==> config.mk <==
export PLATFORM = sky130hd
export DESIGN_NAME = ssimk_top
export DESIGN_NICKNAME = d
export VERILOG_FILES = /design/src/verilog/ssimk_pkg.sv /design/src/verilog/ssimk_top.sv /design/src/verilog/ssimk_mask_reg.sv /design/src/verilog/ssimk_event_flags.sv
export SDC_FILE = /design/constraint.sdc
export NUM_CORES = 1
export LEC_CHECK = 0
export ABC_AREA = 1
export BUFFER_PORTS_ARGS = -buffer_cell sky130_fd_sc_hd__buf_2
export CORE_UTILIZATION = 35
export CTS_CLUSTER_DIAMETER = 60
export CTS_CLUSTER_SIZE = 16
export DETAILED_ROUTE_END_ITERATION = 8
export SETUP_SLACK_MARGIN = 0.15
export SYNTH_ARGS = -nofsm -noshare
export SYNTH_HDL_FRONTEND = slang
export SYNTH_SLANG_ARGS = --single-unit
==> constraint.sdc <==
create_clock -name pclk -period 0.9 [get_ports pclk]
set_input_delay 0.09 -clock pclk [delete_from_list [all_inputs] [get_ports pclk]]
set_output_delay 0.09 -clock pclk [all_outputs]
set_load 0.005 [all_outputs]
==> src/verilog/ssimk_pkg.sv <==
`default_nettype none
package ssimk_pkg;
    // Register byte offsets on APB
    localparam logic [11:0] ADDR_ENABLE_SET = 12'h044;
    localparam logic [11:0] ADDR_ENABLE_CLEAR = 12'h048;
    localparam logic [11:0] ADDR_MASK_READBACK = 12'h04C;
    localparam logic [11:0] ADDR_STATUS = 12'h040;
    localparam logic [11:0] ADDR_EVENT_FORCE = 12'h050;

    // Source bit positions
    localparam int BIT_TX_HOLDING_FREE = 0;
    localparam int BIT_TX_FULLY_DRAINED = 1;
    localparam int BIT_TX_TRANSFER_COUNT_DONE = 2;
    localparam int BIT_TX_BUFFERS_EXHAUSTED = 3;
    localparam int BIT_RX_WORD_AVAILABLE = 4;
    localparam int BIT_RX_OVERWRITE_ERROR = 5;
    localparam int BIT_RX_TRANSFER_COUNT_DONE = 6;
    localparam int BIT_RX_BUFFERS_FILLED = 7;
    localparam int BIT_COMPARE_ZERO_HIT = 8;
    localparam int BIT_COMPARE_ONE_HIT = 9;
    localparam int BIT_TX_FRAME_SYNC_SEEN = 10;
    localparam int BIT_RX_FRAME_SYNC_SEEN = 11;
    localparam int NUM_SOURCES = 12;

    // Sources whose flag is sticky until a status read
    localparam logic [11:0] STICKY_SOURCES = 12'hF20;
    localparam logic [11:0] MASK_RESET = 12'h000;
    localparam logic [11:0] FLAGS_RESET = 12'h000;

    // Read-data word from one register
    typedef struct packed {
        logic [19:0] reserved;
        logic [11:0] bits;
    } ssimk_word_s;

    // One APB request as seen by the slave
    typedef struct packed {
        logic sel;
        logic enable;
        logic write;
        logic [11:0] addr;
        logic [31:0] wdata;
    } ssimk_apb_req_s;
endpackage : ssimk_pkg
`default_nettype wire

==> src/verilog/ssimk_top.sv <==
// Our own choices: the register offsets and the APB slave port.
`timescale 1ns/1ps
`default_nettype none
module ssimk_top (
    input wire logic pclk,
    input wire logic presetn,
    input wire logic psel,
    input wire logic penable,
    input wire logic pwrite,
    input wire logic [11:0] paddr,
    input wire logic [31:0] pwdata,
    output logic [31:0] prdata,
    output logic pready,
    output logic pslverr,
    input wire logic tx_holding_free,
    input wire logic tx_fully_drained,
    input wire logic tx_transfer_count_done,
    input wire logic tx_buffers_exhausted,
    input wire logic rx_word_available,
    input wire logic rx_overwrite_error,
    input wire logic rx_transfer_count_done,
    input wire logic rx_buffers_filled,
    input wire logic compare_zero_hit,
    input wire logic compare_one_hit,
    input wire logic tx_frame_sync_seen,
    input wire logic rx_frame_sync_seen,
    output logic irq
);
    localparam int N = ssimk_pkg::NUM_SOURCES;

    ssimk_pkg::ssimk_apb_req_s req;
    logic [N-1:0] src;
    logic [N-1:0] force_q;
    logic [N-1:0] mask;
    logic [N-1:0] flags;
    logic access;
    logic wr_set;
    logic wr_clr;
    logic wr_force;
    logic rd_status;
    logic known;
    ssimk_pkg::ssimk_word_s rword;
    logic [31:0] prdata_q;
    logic irq_q;

    // Bundle the bus request
    assign req = '{sel: psel, enable: penable, write: pwrite, addr: paddr, wdata: pwdata};
    assign access = req.sel && req.enable;

    // Source vector in documented bit order; software can force a one-shot event
    always_comb
    begin
        src = '0;
        src[ssimk_pkg::BIT_TX_HOLDING_FREE] = tx_holding_free;
        src[ssimk_pkg::BIT_TX_FULLY_DRAINED] = tx_fully_drained;
        src[ssimk_pkg::BIT_TX_TRANSFER_COUNT_DONE] = tx_transfer_count_done;
        src[ssimk_pkg::BIT_TX_BUFFERS_EXHAUSTED] = tx_buffers_exhausted;
        src[ssimk_pkg::BIT_RX_WORD_AVAILABLE] = rx_word_available;
        src[ssimk_pkg::BIT_RX_OVERWRITE_ERROR] =
            rx_overwrite_error | force_q[ssimk_pkg::BIT_RX_OVERWRITE_ERROR];
        src[ssimk_pkg::BIT_RX_TRANSFER_COUNT_DONE] = rx_transfer_count_done;
        src[ssimk_pkg::BIT_RX_BUFFERS_FILLED] = rx_buffers_filled;
        src[ssimk_pkg::BIT_COMPARE_ZERO_HIT] =
            compare_zero_hit | force_q[ssimk_pkg::BIT_COMPARE_ZERO_HIT];
        src[ssimk_pkg::BIT_COMPARE_ONE_HIT] =
            compare_one_hit | force_q[ssimk_pkg::BIT_COMPARE_ONE_HIT];
        src[ssimk_pkg::BIT_TX_FRAME_SYNC_SEEN] =
            tx_frame_sync_seen | force_q[ssimk_pkg::BIT_TX_FRAME_SYNC_SEEN];
        src[ssimk_pkg::BIT_RX_FRAME_SYNC_SEEN] =
            rx_frame_sync_seen | force_q[ssimk_pkg::BIT_RX_FRAME_SYNC_SEEN];
    end

    // Writes decode in the access cycle; the status clear fires at the setup edge,
    // where read data is captured, so an event between capture and clear is never lost
    always_comb
    begin
        wr_set = 1'b0;
        wr_clr = 1'b0;
        wr_force = 1'b0;
        rd_status = 1'b0;
        known = 1'b1;
        if (req.addr == ssimk_pkg::ADDR_ENABLE_SET)
            wr_set = access && req.write;
        else if (req.addr == ssimk_pkg::ADDR_ENABLE_CLEAR)
            wr_clr = access && req.write;
        else if (req.addr == ssimk_pkg::ADDR_EVENT_FORCE)
            wr_force = access && req.write;
        else if (req.addr == ssimk_pkg::ADDR_STATUS)
            rd_status = req.sel && !req.enable && !req.write;
        else if (req.addr != ssimk_pkg::ADDR_MASK_READBACK)
            known = 1'b0;
    end

    // Zero-wait slave; unmapped addresses flag an error
    assign pready = 1'b1;
    assign pslverr = access && !known;

    // Force pulses last one cycle, only for the sticky sources
    always_ff @(posedge pclk or negedge presetn)
    begin
        if (!presetn)
            force_q <= ssimk_pkg::FLAGS_RESET;
        else if (wr_force)
            force_q <= req.wdata[N-1:0] & ssimk_pkg::STICKY_SOURCES;
        else
            force_q <= ssimk_pkg::FLAGS_RESET;
    end

    ssimk_mask_reg #(
        .WIDTH(N)
    ) u_mask (
        .pclk(pclk),
        .presetn(presetn),
        .set_stb(wr_set),
        .clr_stb(wr_clr),
        .wbits(req.wdata[N-1:0]),
        .mask(mask)
    );

    ssimk_event_flags #(
        .WIDTH(N),
        .STICKY(ssimk_pkg::STICKY_SOURCES)
    ) u_flags (
        .pclk(pclk),
        .presetn(presetn),
        .src(src),
        .status_read(rd_status),
        .flags(flags)
    );

    // Read mux; upper bits held at zero, write-only registers read zero
    always_comb
    begin
        rword = '0;
        if (req.addr == ssimk_pkg::ADDR_MASK_READBACK)
            rword.bits = mask;
        else if (req.addr == ssimk_pkg::ADDR_STATUS)
            rword.bits = flags;
    end

    // Read data registered in setup so it is stable through access
    always_ff @(posedge pclk or negedge presetn)
    begin
        if (!presetn)
            prdata_q <= 32'h00000000;
        else if (req.sel && !req.enable && !req.write)
            prdata_q <= rword;
    end
    assign prdata = prdata_q;

    // Registered level interrupt
    always_ff @(posedge pclk or negedge presetn)
    begin
        if (!presetn)
            irq_q <= 1'b0;
        else
            irq_q <= |(flags & mask);
    end
    assign irq = irq_q;
endmodule : ssimk_top
`default_nettype wire

==> src/verilog/ssimk_mask_reg.sv <==
`timescale 1ns/1ps
`default_nettype none
module ssimk_mask_reg #(
    parameter int WIDTH = 12
) (
    input wire logic pclk,
    input wire logic presetn,
    input wire logic set_stb,
    input wire logic clr_stb,
    input wire logic [WIDTH-1:0] wbits,
    output logic [WIDTH-1:0] mask
);
    logic [WIDTH-1:0] mask_q;

    // Per-bit set/clear; writes of 0 leave a bit alone
    genvar g;
    for (g = 0; g < WIDTH; g++)
    begin : g_bit
        always_ff @(posedge pclk or negedge presetn)
        begin
            if (!presetn)
                mask_q[g] <= 1'b0;
            else if (set_stb && wbits[g])
                mask_q[g] <= 1'b1;
            else if (clr_stb && wbits[g])
                mask_q[g] <= 1'b0;
        end
    end

    assign mask = mask_q;
endmodule : ssimk_mask_reg
`default_nettype wire

==> src/verilog/ssimk_event_flags.sv <==
`timescale 1ns/1ps
`default_nettype none
module ssimk_event_flags #(
    parameter int WIDTH = 12,
    parameter logic [11:0] STICKY = ssimk_pkg::STICKY_SOURCES
) (
    input wire logic pclk,
    input wire logic presetn,
    input wire logic [WIDTH-1:0] src,
    input wire logic status_read,
    output logic [WIDTH-1:0] flags
);
    logic [WIDTH-1:0] sticky_q;

    // Sticky event bits; an event in the read cycle survives the clear
    genvar g;
    for (g = 0; g < WIDTH; g++)
    begin : g_flag
        if (STICKY[g])
        begin : g_sticky
            always_ff @(posedge pclk or negedge presetn)
            begin
                if (!presetn)
                    sticky_q[g] <= 1'b0;
                else if (src[g])
                    sticky_q[g] <= 1'b1;
                else if (status_read)
                    sticky_q[g] <= 1'b0;
            end
            assign flags[g] = sticky_q[g];
        end
        else
        begin : g_level
            // Level sources follow their condition one cycle late
            always_ff @(posedge pclk or negedge presetn)
            begin
                if (!presetn)
                    sticky_q[g] <= 1'b0;
                else
                    sticky_q[g] <= src[g];
            end
            assign flags[g] = sticky_q[g];
        end
    end
endmodule : ssimk_event_flags
`default_nettype wire

==> qor.txt, run 1 <==
Status = finished, violations left
Failing checks = DRC, setup timing
Final antenna-violating net count = 0
Mapped Area = 2380 µm²
Crit share post-route = 113%
Unrepaired setup endpoints after global routing = true
Clock latency on the worst-skew pair = 300 ps
H-tree Lvls = 2
Number of enable flip-flop cells after synthesis = 0
Number of port buffers = 54
Ys async rst share = 100%
Gate Count Post-Synth = 279
Final worst slack = -119 ps
Worst path required time = 810 ps
# rows = 29
Cell area power density = 942 nW/µm²
Ports = 96
Crit path kind = input pin to primary output
Drt pass-1 iters = 8
Slew Viols, Final = 0
Setup Skew = 12.1 ps
Area grow syn2layout = 60.6%
Most frequent cell after synthesis = nand2_1
Antenna violations before repair = 0
Starting Density = 36.8%
Post-synth top cells = nand2_1, dfrtp_1, nand3_1, buf_4, nand4_1
Final Hold Viols = 0
Setup violations, final = 14
Distinct cell type count after synthesis = 24
Final Critical Period = 1020 ps
DR iter-0 viols = 125
Maximum clock rate = 982 MHz
Maximum resistive drop on vdd = 0.515 mV
Vias in the first global route = 2293
Antenna Cells = 0
RePlAce Congestion = 0.813
Max-Cap Viols = 0
Die Area = 7130 µm²
Core area = 6460 µm²
WL/cell = 12.7 µm
Ys Warns = 0
Root Driver = clkbuf_8
Share of layout cells above drive strength 1 = 50.6%
Worst Path Arrival = 930 ps
Max Buffers Root-to-Sink = 2
CP max FO = 5
Hold WC Path Type = input pin to flip-flop
Nature of the critical path startpoint = input pin
Post-synth top area share = 44.2%
Gr usage total = 18.4%
Num CTS Buffers = 5
Detailed placer's ending HPWL = 4050 µm
Register area share after synthesis = 44.2%
Synth area leader = dfrtp_1
Fin Hold WS = 76.2 ps
CTS tree = built
Setup crit end kind = primary output
Ranking of synthesized cells by area = dfrtp_1, nand2_1, nand3_1
Total power = 3.60 mW
DRC = 10
Routed vias/inst = 4.74
Syn Area/Cell = 8.53 µm²
#FFs+latches synth = 42
Top_reg_cell synth = dfrtp_1
Die X = 84.5 µm
Global-route wire length before repair = 10400 µm
Grt total ovfl = 0
Nets@finish = 458
DR vias = 2249
Worst-case reg-to-reg path depth = 4
Pin count of the biggest net entering global routing = 43
Final wirelength = 6030 µm
Leakage power = 1.97 nW
Clock sink count = 42
Die Ht = 84.5 µm
Hold Path Cell Cnt = 3
Clock-pin slew on the worst setup and hold paths = 80 ps
==> where the power goes <==
part | internal [mW] | total [mW] | switching (mW) | leakage [nW]
clock | 0.530 | 1.18 | 0.651 | 0.0362
combinational | 0.222 | 0.504 | 0.282 | 1.39
sequential | 1.90 | 1.92 | 0.0141 | 0.545
total | 2.65 | 3.60 | 0.947 | 1.97
==> layout make-up <==
class	count	area [µm²]
Fill cell	571	2640
Multi-Input combinational cell	207	1470
Timing Repair Buffer	127	1070
Sequential cell	42	1050
Tap cell	77	96.3
Clock buffer	5	68.8
Inverter	14	57.6
Clock inverter	2	15.0
==> cells by family (layout without fill, tap and decap cells) <==
| family | after synthesis | after routing | share of synthesized area (%) |
|---|---|---|---|
| flops | 42 | 42 | 44.2 |
| buf+inv | 49 | 148 | 13.6 |
| simple gates | 178 | 178 | 39.7 |
| other cells | 2 | 21 | 0.316 |
| compound gates | 8 | 8 | 2.16 |
==> final timing paths <==
path,slack [ps],endpoint,start
min in group asynchronous,300,u_mask.mask[9],presetn
setup reg to reg,-70,irq,u_flags.flags[0]
hold reg to reg,460,u_flags.flags[10],force_q[10]
hold / removal,80,u_mask.mask[8],pwdata[8]
setup / recovery,-120,pslverr,paddr[7]
max in group asynchronous,390,prdata[3],presetn
==> repair_timing <==
item / CTS / global route
setup endpoints to repair: 49 / 49
hold endpoints to repair: 54 / 0
buffers inserted: 16 / 5
hold buffers: 13 / 0
pin swaps: 29 / 20
gates cloned: 1 / 0
resized for setup: 69 / 13
==> worst max-delay path, cell delays in order <==
cell	delay, ps
buf_2	120
inv_2	60
nand2_4	70
nor2_8	160
buf_6	110
nand3_2	50
nand4_1	90
nor2_1	50
buf_2	120
==> stage by stage <==
stage / worst slack, ps / cells / util, % / setup TNS (ps) / area [µm²]
2_1_floorplan: -11.1 / 298 / - / -109 / 2550
3_3_place_gp: -228 / 432 / 46.7 / -6820 / 3020
3_5_place_dp: -266 / 432 / 46.7 / -7610 / 3020
4_1_cts: -86.7 / 469 / 57.7 / -585 / 3730
5_1_grt: -182 / 474 / 59.2 / -2370 / 3820
6_report: -119 / 474 / 59.2 / -839 / 3820
==> routing by layer <==
layer,GRT usage (%),vias to the layer above,share of wire (%)
met5,0,-,0
met3,3.34,14,5.0
met1,22.1,1036,42
li1,-,1125,-
met4,7.70,0,2.4
met2,32.6,74,50
==> sequential cells by signal, summed over array words and instances, names as in the netlist <==
signal	count
u_flags.flags	12
prdata	12
force_q	5
irq	1
u_mask.mask	12
==> cell usage in the layout (no fill, tap or decap), types with 10 or more instances in the layout <==
cell type / synthesis / routed
dlygate4sd3_1: 0 / 13
nand4_4: 0 / 10
nand3_1: 41 / 14
nand2_1: 77 / 66
nand3_2: 0 / 26
nor2_4: 4 / 10
nand4_1: 15 / 15
buf_4: 24 / 35
inv_1: 12 / 10
conb_1: 2 / 21
dfrtp_1: 42 / 42
buf_6: 6 / 16
buf_2: 4 / 51
(Power assumes the default switching activity.)
==> run 2: changes to the inputs <==
- SETUP_SLACK_MARGIN: 0.15 -> 0.1
==> qor.txt, run 2 (same netlist as run 1, synthesis figures left out) <==
Setup violations, final = 22 (was 14)
Drt pass-1 iters = 8 (unchanged)
Core area = 6460 µm² (unchanged)
Leakage power = 2.02 nW (was 1.97 nW)
Worst path required time = 1080 ps (was 810 ps)
Share of layout cells above drive strength 1 = 49.0% (was 50.6%)
CP max FO = 2 (was 5)
Die Area = 7130 µm² (unchanged)
Grt total ovfl = 0 (unchanged)
Global-route wire length before repair = 9970 µm (was 10400 µm)
Crit share post-route = 111% (was 113%)
Number of port buffers = 54 (unchanged)
Maximum clock rate = 1000 MHz (was 982 MHz)
Die X = 84.5 µm (unchanged)
WL/cell = 13.4 µm (was 12.7 µm)
Unrepaired setup endpoints after global routing = true (unchanged)
Nets@finish = 464 (was 458)
DR vias = 2334 (was 2249)
Final antenna-violating net count = 0 (unchanged)
Setup Skew = 7.83 ps (was 12.1 ps)
DRC = 7 (was 10)
Pin count of the biggest net entering global routing = 43 (unchanged)
Routed vias/inst = 4.85 (was 4.74)
Final Critical Period = 998 ps (was 1020 ps)
RePlAce Congestion = 0.811 (was 0.813)
H-tree Lvls = 2 (unchanged)
Antenna violations before repair = 0 (unchanged)
Gr usage total = 18.1% (was 18.4%)
Placed Area = 2970 µm² (was 3020 µm²)
Starting Density = 36.8% (unchanged)
Placed cells = 431 (was 432)
Maximum resistive drop on vdd = 0.623 mV (was 0.515 mV)
Cell area power density = 1020 nW/µm² (was 942 nW/µm²)
Max Buffers Root-to-Sink = 2 (unchanged)
WP buf/inv = 0 (was 4)
CP max stage delay = 400 ps (was 160 ps)
Clock sink count = 42 (unchanged)
Crit path kind = flip-flop to flip-flop (was input pin to primary output)
Max-Cap Viols = 0 (unchanged)
Failing checks = DRC, setup timing (unchanged)
Clock latency on the worst-skew pair = 300 ps (about the same)
Fin Hold WS = 71.9 ps (was 76.2 ps)
Fin cells = 481 (was 474)
Pre-CTS WS = -246 ps (was -266 ps)
Antenna Cells = 0 (unchanged)
Num CTS Buffers = 5 (unchanged)
Final wirelength = 6430 µm (was 6030 µm)
Clock-pin slew on the worst setup and hold paths = 90 ps (was 80 ps)
Die Ht = 84.5 µm (unchanged)
Sequential cell area = 1050 µm² (unchanged)
CTS tree = built (unchanged)
Final Hold Viols = 0 (unchanged)
Area grow syn2layout = 62.6% (was 60.6%)
CP top delay family = flip-flops (was simple AND/OR/NAND/NOR gates)
Multi-input gate area = 1380 µm² (was 1470 µm²)
Ports = 96 (unchanged)
Total power = 3.94 mW (was 3.60 mW)
Root Driver = clkbuf_8 (unchanged)
Worst Path Arrival = 1180 ps (was 930 ps)
Commonest cells after routing, fill and taps aside = nand2_1, buf_2, dfrtp_1, buf_4, buf_6 (was nand2_1, buf_2, dfrtp_1, buf_4, nand3_2)
Final worst slack = -97.7 ps (was -119 ps)
Setup crit end kind = flip-flop (was primary output)
Hold WC Path Type = input pin to flip-flop (unchanged)
Fillcell total = 559 (was 571)
Vias in the first global route = 2147 (was 2293)
Crit-path cells = nand2_1 > nand2_1 > a221oi_2 > nand3_1 (was buf_2 > inv_2 > nand2_4 > nor2_8 > buf_6 > nand3_2 > nand4_1 > nor2_1 > buf_2)
Detailed placer's ending HPWL = 4130 µm (was 4050 µm)
Slew Viols, Final = 0 (unchanged)
Nature of the critical path startpoint = flip-flop (was input pin)
# rows = 29 (unchanged)
Commonest non-fill, non-tap cell in the layout = nand2_1 (unchanged)
DR iter-0 viols = 90 (was 125)
CP max stage cell = dfrtp_1 (was nor2_8)
Status = finished, violations left (unchanged)
Final instance area = 3870 µm² (was 3820 µm²)
CP dominant cell by count = nand2_1 (was buf_2)
==> run 2: routing by layer <==
layer / vias to the layer above / track usage [%] / wire length [µm]
met3: 14 / 3.34 / 331
met4: 0 / 8.63 / 165
met1: 1090 / 21.4 / 2700
met2: 85 / 31.7 / 3230
li1: 1145 / - / -
met5: - / 0 / 0
==> run 2: path summary, 6_finish.rpt <==
| kind | slack (ps) | depth (start not counted) | endpoint | from |
|---|---|---|---|---|
| max | -100 | 4 | irq | u_mask.mask[8] |
| max reg2reg | -100 | 4 | irq | u_mask.mask[8] |
| min | 70 | 3 | u_mask.mask[2] | pwdata[2] |
| min reg2reg | 480 | 2 | u_flags.flags[11] | force_q[11] |
| min in group asynchronous | 290 | 3 | force_q[5] | presetn |
| max in group asynchronous | 400 | 3 | u_flags.flags[0] | presetn |
==> run 2: what timing repair did <==
| action | CTS | global route |
|---|---|---|
| hold endpoints to repair | 54 | 0 |
| buffers inserted | 24 | 3 |
| gates cloned | 1 | 1 |
| hold buffers | 13 | 0 |
| pin swaps | 47 | 29 |
| endpoints found under the setup margin | 34 | 45 |
| resized for setup | 71 | 18 |
==> run 2: final cells by class <==
type	count	share of cell area, %
clock buffers	6	1.88
inverters	14	1.55
well taps	77	2.49
repair buffers	133	30.4
clock inverters	2	0.970
multi-input cells	207	35.6
flip-flops and latches	42	27.2
==> run 2: worst reg2reg max path: stages (launching register included) <==
cell      delay (ps)
dfrtp_1          400
nand2_1           90
nand2_1           80
a221oi_2         200
nand3_1          110
==> run 2: power breakdown <==
group	leakage, nW	switching (mW)	internal, mW
logic	1.43	0.280	0.242
registers	0.545	0.0133	1.90
clock network	0.0514	0.674	0.828
==> run 2: metrics by stage <==
stage / util (%) / TNS (ps)
2_1_floorplan: - / -111
3_3_place_gp: 45.9 / -6410
3_5_place_dp: 45.9 / -7140
4_1_cts: 57.6 / -197
5_1_grt: 59.9 / -2180
6_report: 59.9 / -916
==> run 3: changes to the inputs <==
- ABC_AREA: 1 -> default
- PLACE_DENSITY: default -> 0.66
==> qor.txt, run 3 <==
Status = finished, violations left (unchanged)
Failing checks = setup timing (was DRC, setup timing)
Antenna Cells = 0 (unchanged)
Final Critical Period = 1260 ps (was 998 ps)
Synth area leader = dfrtp_1 (unchanged)
Setup Skew = 5.61 ps (was 7.83 ps)
Placed Area = 2410 µm² (was 2970 µm²)
DRC = 0 (was 7)
Nets@finish = 347 (was 464)
Num CTS Buffers = 5 (unchanged)
Flop pwr share = 51.4% (was 48.6%)
Slew Viols, Final = 0 (unchanged)
Core area = 5470 µm² (was 6460 µm²)
Share of layout cells above drive strength 1 = 42.5% (was 49.0%)
Most frequent cell after synthesis = dfrtp_1 (was nand2_1)
Top_reg_cell synth = dfrtp_1 (unchanged)
Worst path required time = 1080 ps (about the same)
Starting Density = 36.3% (was 36.8%)
Area grow syn2layout = 43.8% (was 62.6%)
Cell area power density = 1310 nW/µm² (was 1020 nW/µm²)
Number of port buffers = 54 (unchanged)
Clock latency on the worst-skew pair = 290 ps (was 300 ps)
Routed vias/inst = 4.76 (was 4.85)
Clock-pin slew on the worst setup and hold paths = 70 ps (was 90 ps)
CP max stage cell = or3_4 (was dfrtp_1)
Syn Area/Cell = 10.3 µm² (was 8.53 µm²)
DR iter-0 viols = 54 (was 90)
RePlAce Congestion = 0.779 (was 0.811)
CTS tree = built (unchanged)
Gr usage total = 17.2% (was 18.1%)
WL/cell = 13.8 µm (was 13.4 µm)
Sw power = 0.814 mW (was 0.968 mW)
Pin count of the biggest net entering global routing = 43 (unchanged)
Maximum resistive drop on vdd = 0.767 mV (was 0.623 mV)
Number of enable flip-flop cells after synthesis = 0 (unchanged)
Max-Cap Viols = 0 (unchanged)
# rows = 27 (was 29)
Setup violations, final = 21 (was 22)
Clock power share = 38.1% (about the same)
CP max FO = 5 (was 2)
Die Area = 5970 µm² (was 7130 µm²)
Gate Count Post-Synth = 192 (was 279)
Final wirelength = 4960 µm (was 6430 µm)
FF-to-FF setup slack = -180 ps (was -100 ps)
Unrepaired setup endpoints after global routing = true (unchanged)
Crit share post-route = 140% (was 111%)
Root Driver = clkbuf_8 (unchanged)
Mapped Area = 1980 µm² (was 2380 µm²)
Nature of the critical path startpoint = input pin (was flip-flop)
Antenna violations before repair = 0 (unchanged)
Distinct cell type count after synthesis = 28 (was 24)
Setup crit end kind = flip-flop (unchanged)
Crit-path cells = buf_6 > nor4_4 > nand4_1 > or3_4 > a211o_1 (was nand2_1 > nand2_1 > a221oi_2 > nand3_1)
Ys async rst share = 100% (unchanged)
Leakage power = 1.37 nW (was 2.02 nW)
Global-route wire length before repair = 7700 µm (was 9970 µm)
WP buf/inv = 1 (was 0)
FF-to-FF End = irq (unchanged)
#FFs+latches synth = 42 (unchanged)
Die X = 77.3 µm (was 84.5 µm)
Worst Path Arrival = 1440 ps (was 1180 ps)
Maximum clock rate = 795 MHz (was 1000 MHz)
Commonest non-fill, non-tap cell in the layout = buf_2 (was nand2_1)
Drt pass-1 iters = 4 (was 8)
Worst-case reg-to-reg path depth = 3 (was 4)
Combinational share of power = 10.6% (was 13.2%)
Max Buffers Root-to-Sink = 2 (unchanged)
P_int = 2.92 mW (was 2.97 mW)
Reg-to-Reg Start = u_mask.mask[0] (was u_mask.mask[8])
Final antenna-violating net count = 0 (unchanged)
Vias in the first global route = 1567 (was 2147)
Post-synth top area share = 53.0% (was 44.2%)
Final Hold Viols = 0 (unchanged)
Hold Path Cell Cnt = 2 (was 3)
Commonest cells after routing, fill and taps aside = buf_2, dfrtp_1, buf_4, conb_1, o21ai_1 (was nand2_1, buf_2, dfrtp_1, buf_4, buf_6)
Detailed placer's ending HPWL = 3370 µm (was 4130 µm)
Die Ht = 77.3 µm (was 84.5 µm)
Hold Path Sink = u_flags.flags[9] (was u_mask.mask[2])
Grt total ovfl = 0 (unchanged)
Register area share after synthesis = 53.0% (was 44.2%)
CP max stage delay = 410 ps (was 400 ps)
Post-synth top cells = dfrtp_1, o21ai_0, buf_4, nand2_1 (was nand2_1, dfrtp_1, nand3_1, buf_4, nand4_1)
Crit path kind = input pin to flip-flop (was flip-flop to flip-flop)
H-tree Lvls = 2 (unchanged)
Hold WC Path Type = input pin to flip-flop (unchanged)
Ys Warns = 0 (unchanged)
Ports = 96 (unchanged)
Clock sink count = 42 (unchanged)
Fillcell total = 524 (was 559)
Final worst slack = -357 ps (was -97.7 ps)
CP top delay family = simple AND/OR/NAND/NOR gates (was flip-flops)
Ranking of synthesized cells by area = dfrtp_1, buf_4, o21ai_0 (was dfrtp_1, nand2_1, nand3_1)
Final Util = 52.1% (was 59.9%)
Sw Ratio = 21.8% (was 24.6%)
DR vias = 1708 (was 2334)
Origin of the worst min-delay path = compare_one_hit (was pwdata[2])
Final instance area = 2850 µm² (was 3870 µm²)
## run 3: changes by cell type in the layout (fill, tap and decap cells not counted), sizes merged, moves of 11 or more
cell,delta
nand2,-68
nand4,-22
a22oi,+12
nor2,-20
buf,-32
nand3,-40
nand3b,+11
o21ai,+32
## run 3: worst max path at each step
stage | from | end | slack (ps) | depth (start not counted)
2_1_floorplan | paddr[8] | u_mask.mask[10] | -530 | 5
3_3_place_gp | paddr[8] | u_mask.mask[0] | -650 | 5
3_5_place_dp | paddr[8] | u_mask.mask[9] | -710 | 5
4_1_cts | paddr[1] | u_mask.mask[0] | -360 | 5
5_1_grt | paddr[0] | u_mask.mask[10] | -420 | 5
6_report | paddr[0] | u_flags.flags[10] | -360 | 5
## run 3: through the flow
step                      total power [mW]  hold WS (ps)  setup TNS (ps)  worst slack [ps]  cells
final                                 3.73          4.35           -6150              -357    359
after global routing                  3.88        0.0684           -8090              -418    359
after CTS                             3.76         0.513           -6390              -359    354
after detailed placement              2.28          76.5          -17080              -712    327
after global placement                2.28          75.2          -15070              -649    327
after floorplan                       2.14          -206          -10350              -526    211
## run 3: worst reg2reg max path, cell delays in order (launching register included)
cell      delay, ps
dfrtp_1         400
a22o_1          250
a221oi_2        200
nand3_1         110
## run 3: repair_timing
action,4_1_cts,5_1_grt
setup endpoints to repair,49,49
endpoints found under the hold margin,50,0
pin swaps,16,9
resized for setup,23,12
hold buffers,9,0
gates cloned,1,0
setup buffers,10,6
## run 3: logic make-up (layout without fill, tap and decap cells)
kind of cell    after synthesis  in the layout  share of synthesized area, %
flops                        42             42                          53.0
compound gates               60             60                          18.7
buf+inv                      41            116                          12.1
simple gates                 47             48                          15.8
other cells                   2             21                         0.378
## run 3: final cells by class
cell class | instances | area (µm²) | area share (%)
clock buffers | 7 | 76.3 | 2.68
clock inverters | 1 | 30.0 | 1.05
inverters | 12 | 45.0 | 1.58
multi-input cells | 129 | 881 | 30.9
flip-flops and latches | 42 | 1050 | 36.8
well taps | 72 | 90.1 | 3.16
repair buffers | 96 | 679 | 23.8
## run 3: power by group through the flow
stage,combinational (mW),clock [mW],sequential (mW)
finish,0.394,1.42,1.92
global route,0.433,1.53,1.92
CTS,0.386,1.45,1.92
detailed placement,0.328,0,1.95
global placement,0.325,0,1.95
floorplan,0.188,0,1.95
## run 3: layer usage
layer / vias to the layer above / track usage [%] / part of all wire [%]
li1: 831 / - / -
met1: 809 / 22.3 / 44
met2: 57 / 26.5 / 48
met3: 11 / 4.64 / 5.0
met4: 0 / 7.74 / 2.9
met5: - / 0 / 0
